File: src/hdl/fpl_pkg.sv
package fpl_pkg;

    // primary opcodes, instruction bits 0..5 (big-endian numbering)
    localparam logic [5:0] OPC_LD_SINGLE = 6'h30;
    localparam logic [5:0] OPC_LD_SINGLE_UPD = 6'h31;
    localparam logic [5:0] OPC_LD_DOUBLE = 6'h32;
    localparam logic [5:0] OPC_LD_DOUBLE_UPD = 6'h33;
    localparam logic [5:0] OPC_ST_SINGLE = 6'h34;
    localparam logic [5:0] OPC_ST_SINGLE_UPD = 6'h35;
    localparam logic [5:0] OPC_ST_DOUBLE = 6'h36;
    localparam logic [5:0] OPC_ST_DOUBLE_UPD = 6'h37;
    localparam logic [5:0] OPC_XFORM = 6'h1F;

    // extended opcodes of the indexed forms
    localparam logic [9:0] XO_LD_SINGLE = 10'h217;
    localparam logic [9:0] XO_LD_SINGLE_UPD = 10'h237;
    localparam logic [9:0] XO_LD_DOUBLE = 10'h257;
    localparam logic [9:0] XO_LD_DOUBLE_UPD = 10'h277;
    localparam logic [9:0] XO_ST_SINGLE = 10'h297;
    localparam logic [9:0] XO_ST_SINGLE_UPD = 10'h2B7;
    localparam logic [9:0] XO_ST_DOUBLE = 10'h2D7;
    localparam logic [9:0] XO_ST_DOUBLE_UPD = 10'h2F7;
    localparam logic [9:0] XO_ST_INT_WORD = 10'h3D7;

    // field positions in the 32-bit instruction word (bit 0 = lsb here)
    localparam int OPC_MSB = 31;
    localparam int OPC_LSB = 26;
    localparam int TGT_MSB = 25;
    localparam int TGT_LSB = 21;
    localparam int BASE_MSB = 20;
    localparam int BASE_LSB = 16;
    localparam int XO_MSB = 10;
    localparam int XO_LSB = 1;
    localparam int DISP_MSB = 15;
    localparam int RECORD_BIT = 0;

    // single to double widening
    localparam logic [10:0] EXP_BIAS_ADJ = 11'h380;
    localparam logic [10:0] DENORM_EXP_BASE = 11'h36A;
    localparam logic [10:0] EXP_ALL_ONES = 11'h7FF;
    localparam logic [7:0] SP_EXP_ALL_ONES = 8'hFF;
    localparam logic [4:0] SP_FRAC_BITS = 5'h17;
    localparam logic [28:0] FRAC_PAD = 29'h0000_0000;

    typedef enum logic [1:0] {
        ST_IDLE = 2'b00,
        ST_REQ = 2'b01,
        ST_WAIT = 2'b11,
        ST_WB = 2'b10
    } fpl_state_type;

    typedef struct packed {
        logic [31:0] instr;
        logic [31:0] base_value;
        logic [31:0] index_value;
    } fpl_issue_type;

    typedef struct packed {
        logic [31:0] addr;
        logic dword;
    } fpl_mem_req_type;

    typedef struct packed {
        logic [4:0] addr;
        logic [63:0] data;
    } fpl_fpr_wr_type;

    typedef struct packed {
        logic [4:0] addr;
        logic [31:0] data;
    } fpl_gpr_wr_type;

    typedef struct packed {
        logic invalid;
        logic unsupported;
    } fpl_status_type;

endpackage

File: src/hdl/fpl_load_unit.sv
`timescale 1ns/1ps
module fpl_load_unit (
    input wire logic clock_i,
    input wire logic sys_rst_i,
    input wire logic issue_valid_i,
    input fpl_pkg::fpl_issue_type issue_i,
    output logic issue_ready_o,
    output logic mem_req_valid_o,
    output fpl_pkg::fpl_mem_req_type mem_req_o,
    input wire logic mem_req_ready_i,
    input wire logic mem_rsp_valid_i,
    input wire logic [63:0] mem_rsp_data_i,
    output logic fpr_wr_en_o,
    output fpl_pkg::fpl_fpr_wr_type fpr_wr_o,
    output logic gpr_wr_en_o,
    output fpl_pkg::fpl_gpr_wr_type gpr_wr_o,
    output logic done_o,
    output fpl_pkg::fpl_status_type status_o
);
    import fpl_pkg::*;

    fpl_state_type state_q;
    logic [5:0] opc;
    logic [9:0] xo;
    logic [4:0] base_reg_field;
    logic [4:0] float_target_field;
    logic record_flag;
    logic is_xform;
    logic is_load;
    logic is_store;
    logic is_update;
    logic is_single;
    logic bad_form;
    logic [31:0] disp_ext;
    logic [31:0] base_term;
    logic [31:0] ea_d;
    logic accept;
    logic single_q;
    logic update_q;
    logic [4:0] base_q;
    logic [4:0] target_q;
    logic [31:0] ea_q;
    logic [63:0] fpr_data_q;
    logic done_q;
    fpl_status_type status_q;

    function automatic logic [63:0] widen(input logic [31:0] w);
        logic [10:0] e;
        logic [51:0] f;
        logic [4:0] k;
        logic [22:0] m;
        e = '0;
        f = '0;
        k = '0;
        m = w[22:0];
        if (w[30:23] == SP_EXP_ALL_ONES) begin
            e = EXP_ALL_ONES;
            f = {w[22:0], FRAC_PAD};
        end else if (w[30:23] != 8'h00) begin
            e = {3'b000, w[30:23]} + EXP_BIAS_ADJ;
            f = {w[22:0], FRAC_PAD};
        end else if (m != 23'h00_0000) begin
            // denormal single: normalise, leading one drops out of the fraction
            for (int i = 0; i < 23; i++) begin
                if (m[i]) begin
                    k = 5'(i);
                end
            end
            e = {6'b00_0000, k} + DENORM_EXP_BASE;
            m = m << (SP_FRAC_BITS - k);
            f = {m, FRAC_PAD};
        end
        return {w[31], e, f};
    endfunction

    assign opc = issue_i.instr[OPC_MSB:OPC_LSB];
    assign xo = issue_i.instr[XO_MSB:XO_LSB];
    assign base_reg_field = issue_i.instr[BASE_MSB:BASE_LSB];
    assign float_target_field = issue_i.instr[TGT_MSB:TGT_LSB];
    assign record_flag = issue_i.instr[RECORD_BIT];
    assign is_xform = (opc == OPC_XFORM);

    always_comb begin
        is_load = 1'b0;
        is_store = 1'b0;
        is_update = 1'b0;
        is_single = 1'b0;
        case (opc)
            OPC_LD_SINGLE: begin
                is_load = 1'b1;
                is_single = 1'b1;
            end
            OPC_LD_SINGLE_UPD: begin
                is_load = 1'b1;
                is_single = 1'b1;
                is_update = 1'b1;
            end
            OPC_LD_DOUBLE: begin
                is_load = 1'b1;
            end
            OPC_LD_DOUBLE_UPD: begin
                is_load = 1'b1;
                is_update = 1'b1;
            end
            OPC_ST_SINGLE, OPC_ST_DOUBLE: begin
                is_store = 1'b1;
            end
            OPC_ST_SINGLE_UPD, OPC_ST_DOUBLE_UPD: begin
                is_store = 1'b1;
                is_update = 1'b1;
            end
            OPC_XFORM: begin
                case (xo)
                    XO_LD_SINGLE: begin
                        is_load = 1'b1;
                        is_single = 1'b1;
                    end
                    XO_LD_SINGLE_UPD: begin
                        is_load = 1'b1;
                        is_single = 1'b1;
                        is_update = 1'b1;
                    end
                    XO_LD_DOUBLE: begin
                        is_load = 1'b1;
                    end
                    XO_LD_DOUBLE_UPD: begin
                        is_load = 1'b1;
                        is_update = 1'b1;
                    end
                    // stores are only screened here, no status bit is consulted
                    XO_ST_SINGLE, XO_ST_DOUBLE, XO_ST_INT_WORD: begin
                        is_store = 1'b1;
                    end
                    XO_ST_SINGLE_UPD, XO_ST_DOUBLE_UPD: begin
                        is_store = 1'b1;
                        is_update = 1'b1;
                    end
                    default: begin
                        is_load = 1'b0;
                    end
                endcase
            end
            default: begin
                is_load = 1'b0;
            end
        endcase
    end

    // update with zero base; record flag on indexed forms
    assign bad_form = (is_update && (base_reg_field == 5'h00)) || (is_xform && record_flag && (is_load || is_store));

    assign disp_ext = {{16{issue_i.instr[DISP_MSB]}}, issue_i.instr[DISP_MSB:0]};

    // zero substitution only for non-update forms; update uses real base
    assign base_term = (!is_update && (base_reg_field == 5'h00)) ? 32'h0000_0000 : issue_i.base_value;

    // indexed sum, otherwise base plus displacement
    assign ea_d = base_term + (is_xform ? issue_i.index_value : disp_ext);

    assign accept = (state_q == ST_IDLE) && issue_valid_i;
    assign issue_ready_o = (state_q == ST_IDLE);
    assign mem_req_valid_o = (state_q == ST_REQ);
    assign fpr_wr_en_o = (state_q == ST_WB);
    // base write-back alongside the float register write
    assign gpr_wr_en_o = (state_q == ST_WB) && update_q;

    always_ff @(posedge clock_i) begin
        if (sys_rst_i) begin
            state_q <= ST_IDLE;
        end else begin
            case (state_q)
                ST_IDLE: begin
                    if (accept && is_load && !bad_form) begin
                        state_q <= ST_REQ;
                    end
                end
                ST_REQ: begin
                    if (mem_req_ready_i) begin
                        state_q <= ST_WAIT;
                    end
                end
                ST_WAIT: begin
                    if (mem_rsp_valid_i) begin
                        state_q <= ST_WB;
                    end
                end
                ST_WB: begin
                    state_q <= ST_IDLE;
                end
                default: begin
                    state_q <= ST_IDLE;
                end
            endcase
        end
    end

    always_ff @(posedge clock_i) begin
        if (sys_rst_i) begin
            single_q <= 1'b0;
            update_q <= 1'b0;
            base_q <= '0;
            target_q <= '0;
            ea_q <= '0;
        end else if (accept) begin
            single_q <= is_single;
            update_q <= is_update;
            base_q <= base_reg_field;
            target_q <= float_target_field;
            ea_q <= ea_d;
        end
    end

    always_ff @(posedge clock_i) begin
        if (sys_rst_i) begin
            fpr_data_q <= '0;
        end else if ((state_q == ST_WAIT) && mem_rsp_valid_i) begin
            fpr_data_q <= single_q ? widen(mem_rsp_data_i[31:0]) : mem_rsp_data_i;
        end
    end

    always_ff @(posedge clock_i) begin
        if (sys_rst_i) begin
            done_q <= 1'b0;
            status_q <= '0;
        end else begin
            done_q <= (accept && (bad_form || !is_load)) || (state_q == ST_WB);
            if (accept) begin
                status_q.invalid <= bad_form;
                status_q.unsupported <= !bad_form && !is_load;
            end
        end
    end

    assign mem_req_o.addr = ea_q;
    assign mem_req_o.dword = !single_q;
    assign fpr_wr_o.addr = target_q;
    assign fpr_wr_o.data = fpr_data_q;
    assign gpr_wr_o.addr = base_q;
    assign gpr_wr_o.data = ea_q;
    assign done_o = done_q;
    assign status_o = status_q;

    a_indexed_sum: assert property (@(posedge clock_i) disable iff (sys_rst_i)
        accept && is_load && !bad_form && is_xform && (base_reg_field != 5'h00)
        |=> mem_req_o.addr == $past(issue_i.base_value) + $past(issue_i.index_value))
        else $error("indexed address is not base plus index");

    a_zero_base: assert property (@(posedge clock_i) disable iff (sys_rst_i)
        accept && is_load && !is_update && is_xform && (base_reg_field == 5'h00)
        |=> mem_req_o.addr == $past(issue_i.index_value))
        else $error("zero base not substituted");

    a_update_zero_bad: assert property (@(posedge clock_i) disable iff (sys_rst_i)
        accept && is_update && (base_reg_field == 5'h00)
        |=> done_o && status_o.invalid && (state_q == ST_IDLE))
        else $error("update form with zero base not rejected");

    a_record_bad: assert property (@(posedge clock_i) disable iff (sys_rst_i)
        accept && is_xform && record_flag && (is_load || is_store)
        |=> done_o && status_o.invalid && !mem_req_valid_o)
        else $error("record flag form not rejected");

    a_single_widen: assert property (@(posedge clock_i) disable iff (sys_rst_i)
        (state_q == ST_WAIT) && mem_rsp_valid_i && single_q
        && (mem_rsp_data_i[30:23] != 8'h00) && (mem_rsp_data_i[30:23] != SP_EXP_ALL_ONES)
        |=> fpr_wr_en_o && (fpr_wr_o.data[63] == $past(mem_rsp_data_i[31]))
        && (fpr_wr_o.data[62:52] == {3'b000, $past(mem_rsp_data_i[30:23])} + EXP_BIAS_ADJ))
        else $error("single operand not widened");

    a_word_fetch: assert property (@(posedge clock_i) disable iff (sys_rst_i)
        accept && is_load && !bad_form && is_single
        |=> mem_req_valid_o && !mem_req_o.dword)
        else $error("single load did not fetch a word");

    a_double_pass: assert property (@(posedge clock_i) disable iff (sys_rst_i)
        (state_q == ST_WAIT) && mem_rsp_valid_i && !single_q
        |=> fpr_wr_en_o && (fpr_wr_o.data == $past(mem_rsp_data_i)))
        else $error("double operand altered");

    a_update_wb: assert property (@(posedge clock_i) disable iff (sys_rst_i)
        fpr_wr_en_o && update_q |-> gpr_wr_en_o && (gpr_wr_o.data == mem_req_o.addr)
        && (gpr_wr_o.addr == base_q))
        else $error("update load lost its base write-back");

    a_update_disp: assert property (@(posedge clock_i) disable iff (sys_rst_i)
        accept && is_load && is_update && !is_xform && !bad_form
        |=> mem_req_o.addr == $past(issue_i.base_value)
        + {{16{$past(issue_i.instr[DISP_MSB])}}, $past(issue_i.instr[DISP_MSB:0])})
        else $error("update displacement address wrong");

    a_update_index: assert property (@(posedge clock_i) disable iff (sys_rst_i)
        accept && is_load && is_update && is_xform && !bad_form
        |=> mem_req_o.addr == $past(issue_i.base_value) + $past(issue_i.index_value))
        else $error("update indexed address wrong");

    a_disp_sext: assert property (@(posedge clock_i) disable iff (sys_rst_i)
        accept && is_load && !is_xform && (base_reg_field == 5'h00) && !bad_form
        |=> mem_req_o.addr == {{16{$past(issue_i.instr[DISP_MSB])}}, $past(issue_i.instr[DISP_MSB:0])})
        else $error("displacement not sign-extended");

    a_decode_double: assert property (@(posedge clock_i) disable iff (sys_rst_i)
        accept && (opc == OPC_LD_DOUBLE) |=> mem_req_valid_o && mem_req_o.dword ##0 !status_o.unsupported)
        else $error("double load not decoded");

    c_single_load: cover property (@(posedge clock_i) disable iff (sys_rst_i)
        fpr_wr_en_o && single_q && !update_q);
    c_double_update: cover property (@(posedge clock_i) disable iff (sys_rst_i)
        fpr_wr_en_o && !single_q && gpr_wr_en_o);
    c_invalid_form: cover property (@(posedge clock_i) disable iff (sys_rst_i)
        done_o && status_o.invalid);
    c_req_stall: cover property (@(posedge clock_i) disable iff (sys_rst_i)
        mem_req_valid_o && !mem_req_ready_i ##1 mem_req_valid_o && mem_req_ready_i);

endmodule

File: config.mk
export PLATFORM = sky130hd
export DESIGN_NAME = fpl_load_unit
export DESIGN_NICKNAME = d
export VERILOG_FILES = /design/src/hdl/fpl_pkg.sv /design/src/hdl/fpl_load_unit.sv
export SDC_FILE = /design/constraint.sdc
export NUM_CORES = 1
export LEC_CHECK = 0
export BUFFER_PORTS_ARGS = -buffer_cell sky130_fd_sc_hd__buf_2
export CAP_MARGIN = 20
export CORE_UTILIZATION = 51
export CTS_CLUSTER_DIAMETER = 200
export DETAILED_ROUTE_END_ITERATION = 7
export PLACE_DENSITY = 0.9
export SLEW_MARGIN = 10
export SYNTH_ARGS = -nofsm -noshare
export SYNTH_HDL_FRONTEND = slang
export SYNTH_SLANG_ARGS = --single-unit
File: constraint.sdc
create_clock -name clock_i -period 5.89 [get_ports clock_i]
set_clock_uncertainty 0.05 [all_clocks]
set_input_delay 0.589 -clock clock_i [delete_from_list [all_inputs] [get_ports clock_i]]
set_output_delay 0.589 -clock clock_i [all_outputs]
set_load 0.05 [all_outputs]
; Word level (Yosys, flattened, before mapping)
; Cells that the tools add are included.
; W data, S select, Z words.
[word_totals]
output_inout_bits = 146
regBits = 113
[classes]
mux = 48
add_sub_neg = 4
n_shift = 1
reduce_logical = 32
n_eq_ne = 25
[ops]
columns = op, count
row1 = $mux W52, 3
row2 = $mux W5, 26
row3 = $eq A10 B10 Y1 const B, 9
row4 = $mux W32, 2
row5 = $mux W64, 1
row6 = $eq A6 B6 Y1 const B, 8
row7 = $mux W11, 3
row8 = $add A32 B32 Y32, 1
row9 = $reduce_bool A23 Y1, 1
row10 = $shl A23 B5 Y23, 1
row11 = $reduce_or A4 Y1, 5
row12 = $add A5 B10 Y11 const B, 1
row13 = $add A8 B10 Y11 const B, 1
row14 = $logic_and A1 B1 Y1, 11
row15 = $eq A8 B8 Y1 const B, 1
row16 = $pmux W1 S2, 4
row17 = $pmux W2 S4, 1
row18 = $reduce_bool A8 Y1, 1
row19 = $eq A6 B5 Y1 const B, 1
row20 = $mux W2, 3
row21 = $logic_not A5 Y1, 1
row22 = $mux W1, 5
row23 = $reduce_or A5 Y1, 1
row24 = $sub A5 B5 Y5 const A, 1
row25 = 9 further kinds, 18

; Longest topological paths before layout
[logic_depth]
depth_word = 33
depth_mapped = 19

; Worst setup path before layout
; No wires, ideal clock.
[synth_timing]
kind = input port to flip-flop
from = input issue_i[81] (netlist bit)
to = register ea_q[20]
arrival_ps = 4194
path_stages = 15
setup_ps = 132
required_ps = 5708
path_buffers = 1
slack_ps = 1514
path_cell_list = or4_1 -> or3_1 -> clkbuf_1 -> and2_1 -> ha_1 -> fa_1 -> a21o_1 -> a31oi_1 -> o21ai_0 -> a41o_1 -> o41ai_1 -> o311ai_0 -> xor2_1 -> nand2_1 -> a21oi_1
[synth_via]
elab_chain_len = 4
[synth_rtl]
columns = item, line
row1 = from (decl), fpl_load_unit.sv:6  ; input fpl_pkg::fpl_issue_type issue_i,
row2 = $logic_not A5 Y1, fpl_load_unit.sv:155  ; assign base_term = (!is_update && (base_reg_field == 5'h00)) ? 32'h0000_0000 : issue_i.base_value;
row3 = $logic_and A1 B1 Y1, fpl_load_unit.sv:155
row4 = $mux W32, fpl_load_unit.sv:155
row5 = $add A32 B32 Y32, fpl_load_unit.sv:158  ; assign ea_d = base_term + (is_xform ? issue_i.index_value : disp_ext);
row6 = to (signal assigned), fpl_load_unit.sv:203  ; ea_q <= '0;
row7 = to (signal assigned), fpl_load_unit.sv:209  ; ea_q <= ea_d;
row8 = to (decl), fpl_load_unit.sv:42  ; logic [31:0] ea_q;
; Every way passes these cells.
; A chain may end at the register's enable or synchronous reset.

; Final worst setup path
; Ends and elaborated chain as after synthesis.

==> metrics.md <==
| Metric | Value |
|---|---|
| Root buffer cell | clkbuf_16 |
| DIE AREA | 17600 um2 |
| R2R depth | 7 |
| Row cnt | 47 |
| Outcome | completed |
| Longest Clk Path Bufs | 2 |
| Hold_sp | issue_i[88] |
| Largest net degree at the start of global routing | 97 |
| Netlist cell types | 93 |
| DIE HEIGHT | 133 um |
| CP Data Required Time | 6.10 ns |
| M1 WL | 11400 um |
| Initial antenna violation count | 0 |
| Clk slew on worst S/H paths | 0.06 ns |
| Post-synthesis sequential area ratio | 25.9% |
| Diode count | 0 |
| Final net count | 1572 |
| Routability congestion estimate | 0.980 |
| Yosys Warn Count | 0 |
| Hold WC Path Type | in2reg |
| Final setup violation count | 0 |
| Area Growth Syn to Fin | 20.0% |
| Final period utilization | 79.4% |
| Worst reg2reg path endpoint | fpr_data_q[45] |
| Syn_area_per_cell | 7.57 um2 |
| WL final | 30200 um |
| Core ar. | 16600 um2 |
| Register area | 2260 um2 |
| Slew HR | 28.6% |
| Fmax | 214 MHz |
| Post-DRT Antenna Nets | 0 |
| Max cap viols | 0 |
| Routed wl met2 | 14300 um |
| Syn nets | 1353 |
| Post-cts resize count | 0 |
| Vias per cell | 6.21 |
| DR WL met3 | 3150 um |
| IO Pins | 311 |
| CP Max Fanout | 14 |
| RR Startpoint | state_q[1] |
| Setup TNS Final | 0 ns |
| Vias in the first global route | 9283 |
| Vias | 9963 |
| Utilization after layout | 63.0% |
| PwrDens | 242 nW/um2 |
| CTS sink cnt | 113 |
| Worst hold path depth | 3 |
| Initial Utilization | 52.5% |
| TritonCTS clock tree | built |
| Setup CP Type | in2reg |
| Hold endpoint | target_q[3] |
| Htree depth | 4 |
| Share of cells above drive strength 1 | 29.4% |
| Gr ovfl total | 0 |
| Final min period | 4.68 ns |
| DRC | 0 |
| Asr flop ratio synth | 0% |
| CTS Buf Count | 17 |
| Hold buffer count at cts | 0 |
| Uppermost routed layer | met4 |
| Hold Fails Final Rpt | 0 |
| Leakage | 4.96 nW |
| Main synth FF type | dfxtp_1 |
| Fill cells | 1406 |
| Detailed Place HPWL | 21900 um |
| Clk_lat worst skew | 0.42 ns |
| RSZ-0062 raised after global routing | no |
| Drt wl/cell | 18.8 um |
| Postcts setup bufs | 0 |
| Pre-antenna DRT Iters | 6 |
| Tot GR Track Use | 33.5% |
| Number of flops mapped to enable cells by yosys | 0 |
| DIE WIDTH | 133 um |
| Setup crit end kind | flop |
| # port buffers | 310 |
| R2R setup slack | 3.46 ns |
| Maximum VDD drop | 212 uV |
| Area of the multi-input gates | 5690 um2 |
| Post-Synthesis Cells | 1153 |
| CP arrival | 4.89 ns |
| Synthesized flop and latch total | 113 |
| First-pass GRT wire length | 47500 um |
| Initial DRC Count | 1107 |
| Synthesized cell area | 8730 um2 |
| Slew @ Worst Pin | 1.07 ns |
| Setup crit start kind | primary input |
| Fin. max-slew vios | 0 |
cells in the mapped netlist (4+ instances only):
library cell | n | area share, %
a221o_1 | 4 | 0.46
clkbuf_1 | 62 | 2.7
a211o_1 | 10 | 1.0
mux2i_1 | 35 | 4.0
buf_1 | 5 | 0.21
a22oi_1 | 4 | 0.34
o22ai_1 | 5 | 0.36
a21o_1 | 26 | 2.2
a31oi_1 | 5 | 0.36
ha_1 | 34 | 4.9
a2111oi_0 | 4 | 0.40
buf_6 | 4 | 0.52
a221oi_1 | 11 | 1.1
xnor2_1 | 18 | 1.8
nor2_1 | 112 | 4.8
nor2b_1 | 8 | 0.57
or4_1 | 5 | 0.43
nor4_1 | 15 | 1.1
buf_2 | 5 | 0.29
inv_1 | 19 | 0.82
and2_1 | 36 | 2.6
nand4_1 | 5 | 0.36
a211oi_1 | 19 | 1.6
nand2b_1 | 10 | 0.72
nor3b_1 | 7 | 0.60
o211ai_1 | 6 | 0.52
nor3_1 | 39 | 2.2
o21a_1 | 8 | 0.69
and3_1 | 34 | 2.4
xor2_1 | 7 | 0.70
o221ai_1 | 4 | 0.40
nand3b_1 | 7 | 0.60
mux2_2 | 21 | 2.7
dfxtp_1 | 113 | 26
o21ai_0 | 54 | 3.1
o21ai_2 | 4 | 0.40
a21oi_1 | 126 | 7.2
nand3_1 | 10 | 0.57
clkbuf_8 | 4 | 0.63
nand2_1 | 131 | 5.6
buf_4 | 35 | 3.0
or3_1 | 5 | 0.36
o21bai_1 | 5 | 0.43
cell usage in the layout (no fill, tap or decap), types with 11 or more instances in the layout:
| master | Yosys | routed |
|---|---|---|
| nor3_1 | 39 | 39 |
| o21ai_0 | 54 | 54 |
| dfxtp_1 | 113 | 112 |
| and2_1 | 36 | 36 |
| buf_2 | 5 | 309 |
| and3_1 | 34 | 34 |
| nor2_1 | 112 | 112 |
| a211oi_1 | 19 | 19 |
| xnor2_1 | 18 | 18 |
| buf_4 | 35 | 11 |
| inv_1 | 19 | 19 |
| mux2i_1 | 35 | 35 |
| a221oi_1 | 11 | 11 |
| nand2_1 | 131 | 131 |
| a21o_1 | 26 | 26 |
| clkbuf_16 | 0 | 17 |
| a21oi_1 | 126 | 126 |
| ha_1 | 34 | 34 |
| nor4_1 | 15 | 15 |
| mux2_2 | 21 | 21 |
registers in the layout, summed over array words and instances, names as in the netlist:
signal and count:
fpr_data_q 64, ea_q 32, base_q 5, target_q 5, state_q 2, status_o 2, done_o 1, single_q 1
update_q 1
per-stage QoR:
step / total power, mW / area, um2 / cells / hold slack [ns] / setup slack [ns]
2_1_floorplan: 1.41 / 8730 / 1153 / 0.420 / 1.51
3_3_place_gp: 1.58 / 9930 / 1572 / 0.387 / 0.928
3_5_place_dp: 1.59 / 9930 / 1572 / 0.395 / 0.836
4_1_cts: 2.54 / 10500 / 1603 / 0.342 / 1.26
5_1_grt: 2.63 / 10500 / 1604 / 0.352 / 1.04
6_report: 2.54 / 10500 / 1604 / 0.353 / 1.21
layer usage:
layer  global-route usage [%]  up-vias
met5                        0        -
met4                     18.4        0
met3                     7.78      117
met2                     55.6      721
met1                     39.9     4558
li1                         -     4567
cells by family (layout without fill, tap and decap cells):
family                     count (synthesis)  after routing  synth area share (%)
DFF                                      113            113                  25.9
AOI/OAI and AO/OA                        339            339                  25.5
adders and majority gates                 35             35                  5.10
buffers and inverters                    142            373                  9.08
and+or+nand+nor                          443            443                  25.2
muxes                                     56             56                  6.72
xor gates and xnor gates                  25             25                  2.51
report_power, final:
part           switching (mW)  internal [mW]
Clock                   0.375          0.569
Combinational           0.523          0.246
Sequential             0.0273          0.796
layout make-up:
class | instances | share of cell area [%]
multi-input cells | 898 | 54.3
flip-flops and latches | 113 | 21.6
repair buffers | 321 | 15.7
clock buffers | 19 | 4.13
well taps | 220 | 2.63
clock inverters | 12 | 0.908
inverters | 21 | 0.752
worst max-delay path, cell delays in order:
cell and delay (ns):
buf_2 0.10, or4_1 0.64, or3_1 0.57, and2_1 0.25, ha_1 0.24, fa_1 0.41
a21o_1 0.20, a31oi_1 0.15, o21ai_0 0.19, a41o_1 0.30, o41ai_1 0.61, o311ai_0 0.29
xor2_1 0.20, nand2_1 0.09, a21oi_1 0.07
how the worst max path moves through the flow:
stage	end	slack, ns	startpoint	cells past startpoint
floorplan	ea_q[20]	1.51	issue_i[81]	15
finish	ea_q[20]	1.21	issue_i[81]	15
detailed placement	ea_q[20]	0.84	issue_i[81]	15
global route	ea_q[20]	1.04	issue_i[81]	15
global placement	ea_q[20]	0.93	issue_i[81]	15
CTS	ea_q[20]	1.26	issue_i[81]	15
Note: power is estimated with default switching activity, not from simulation.
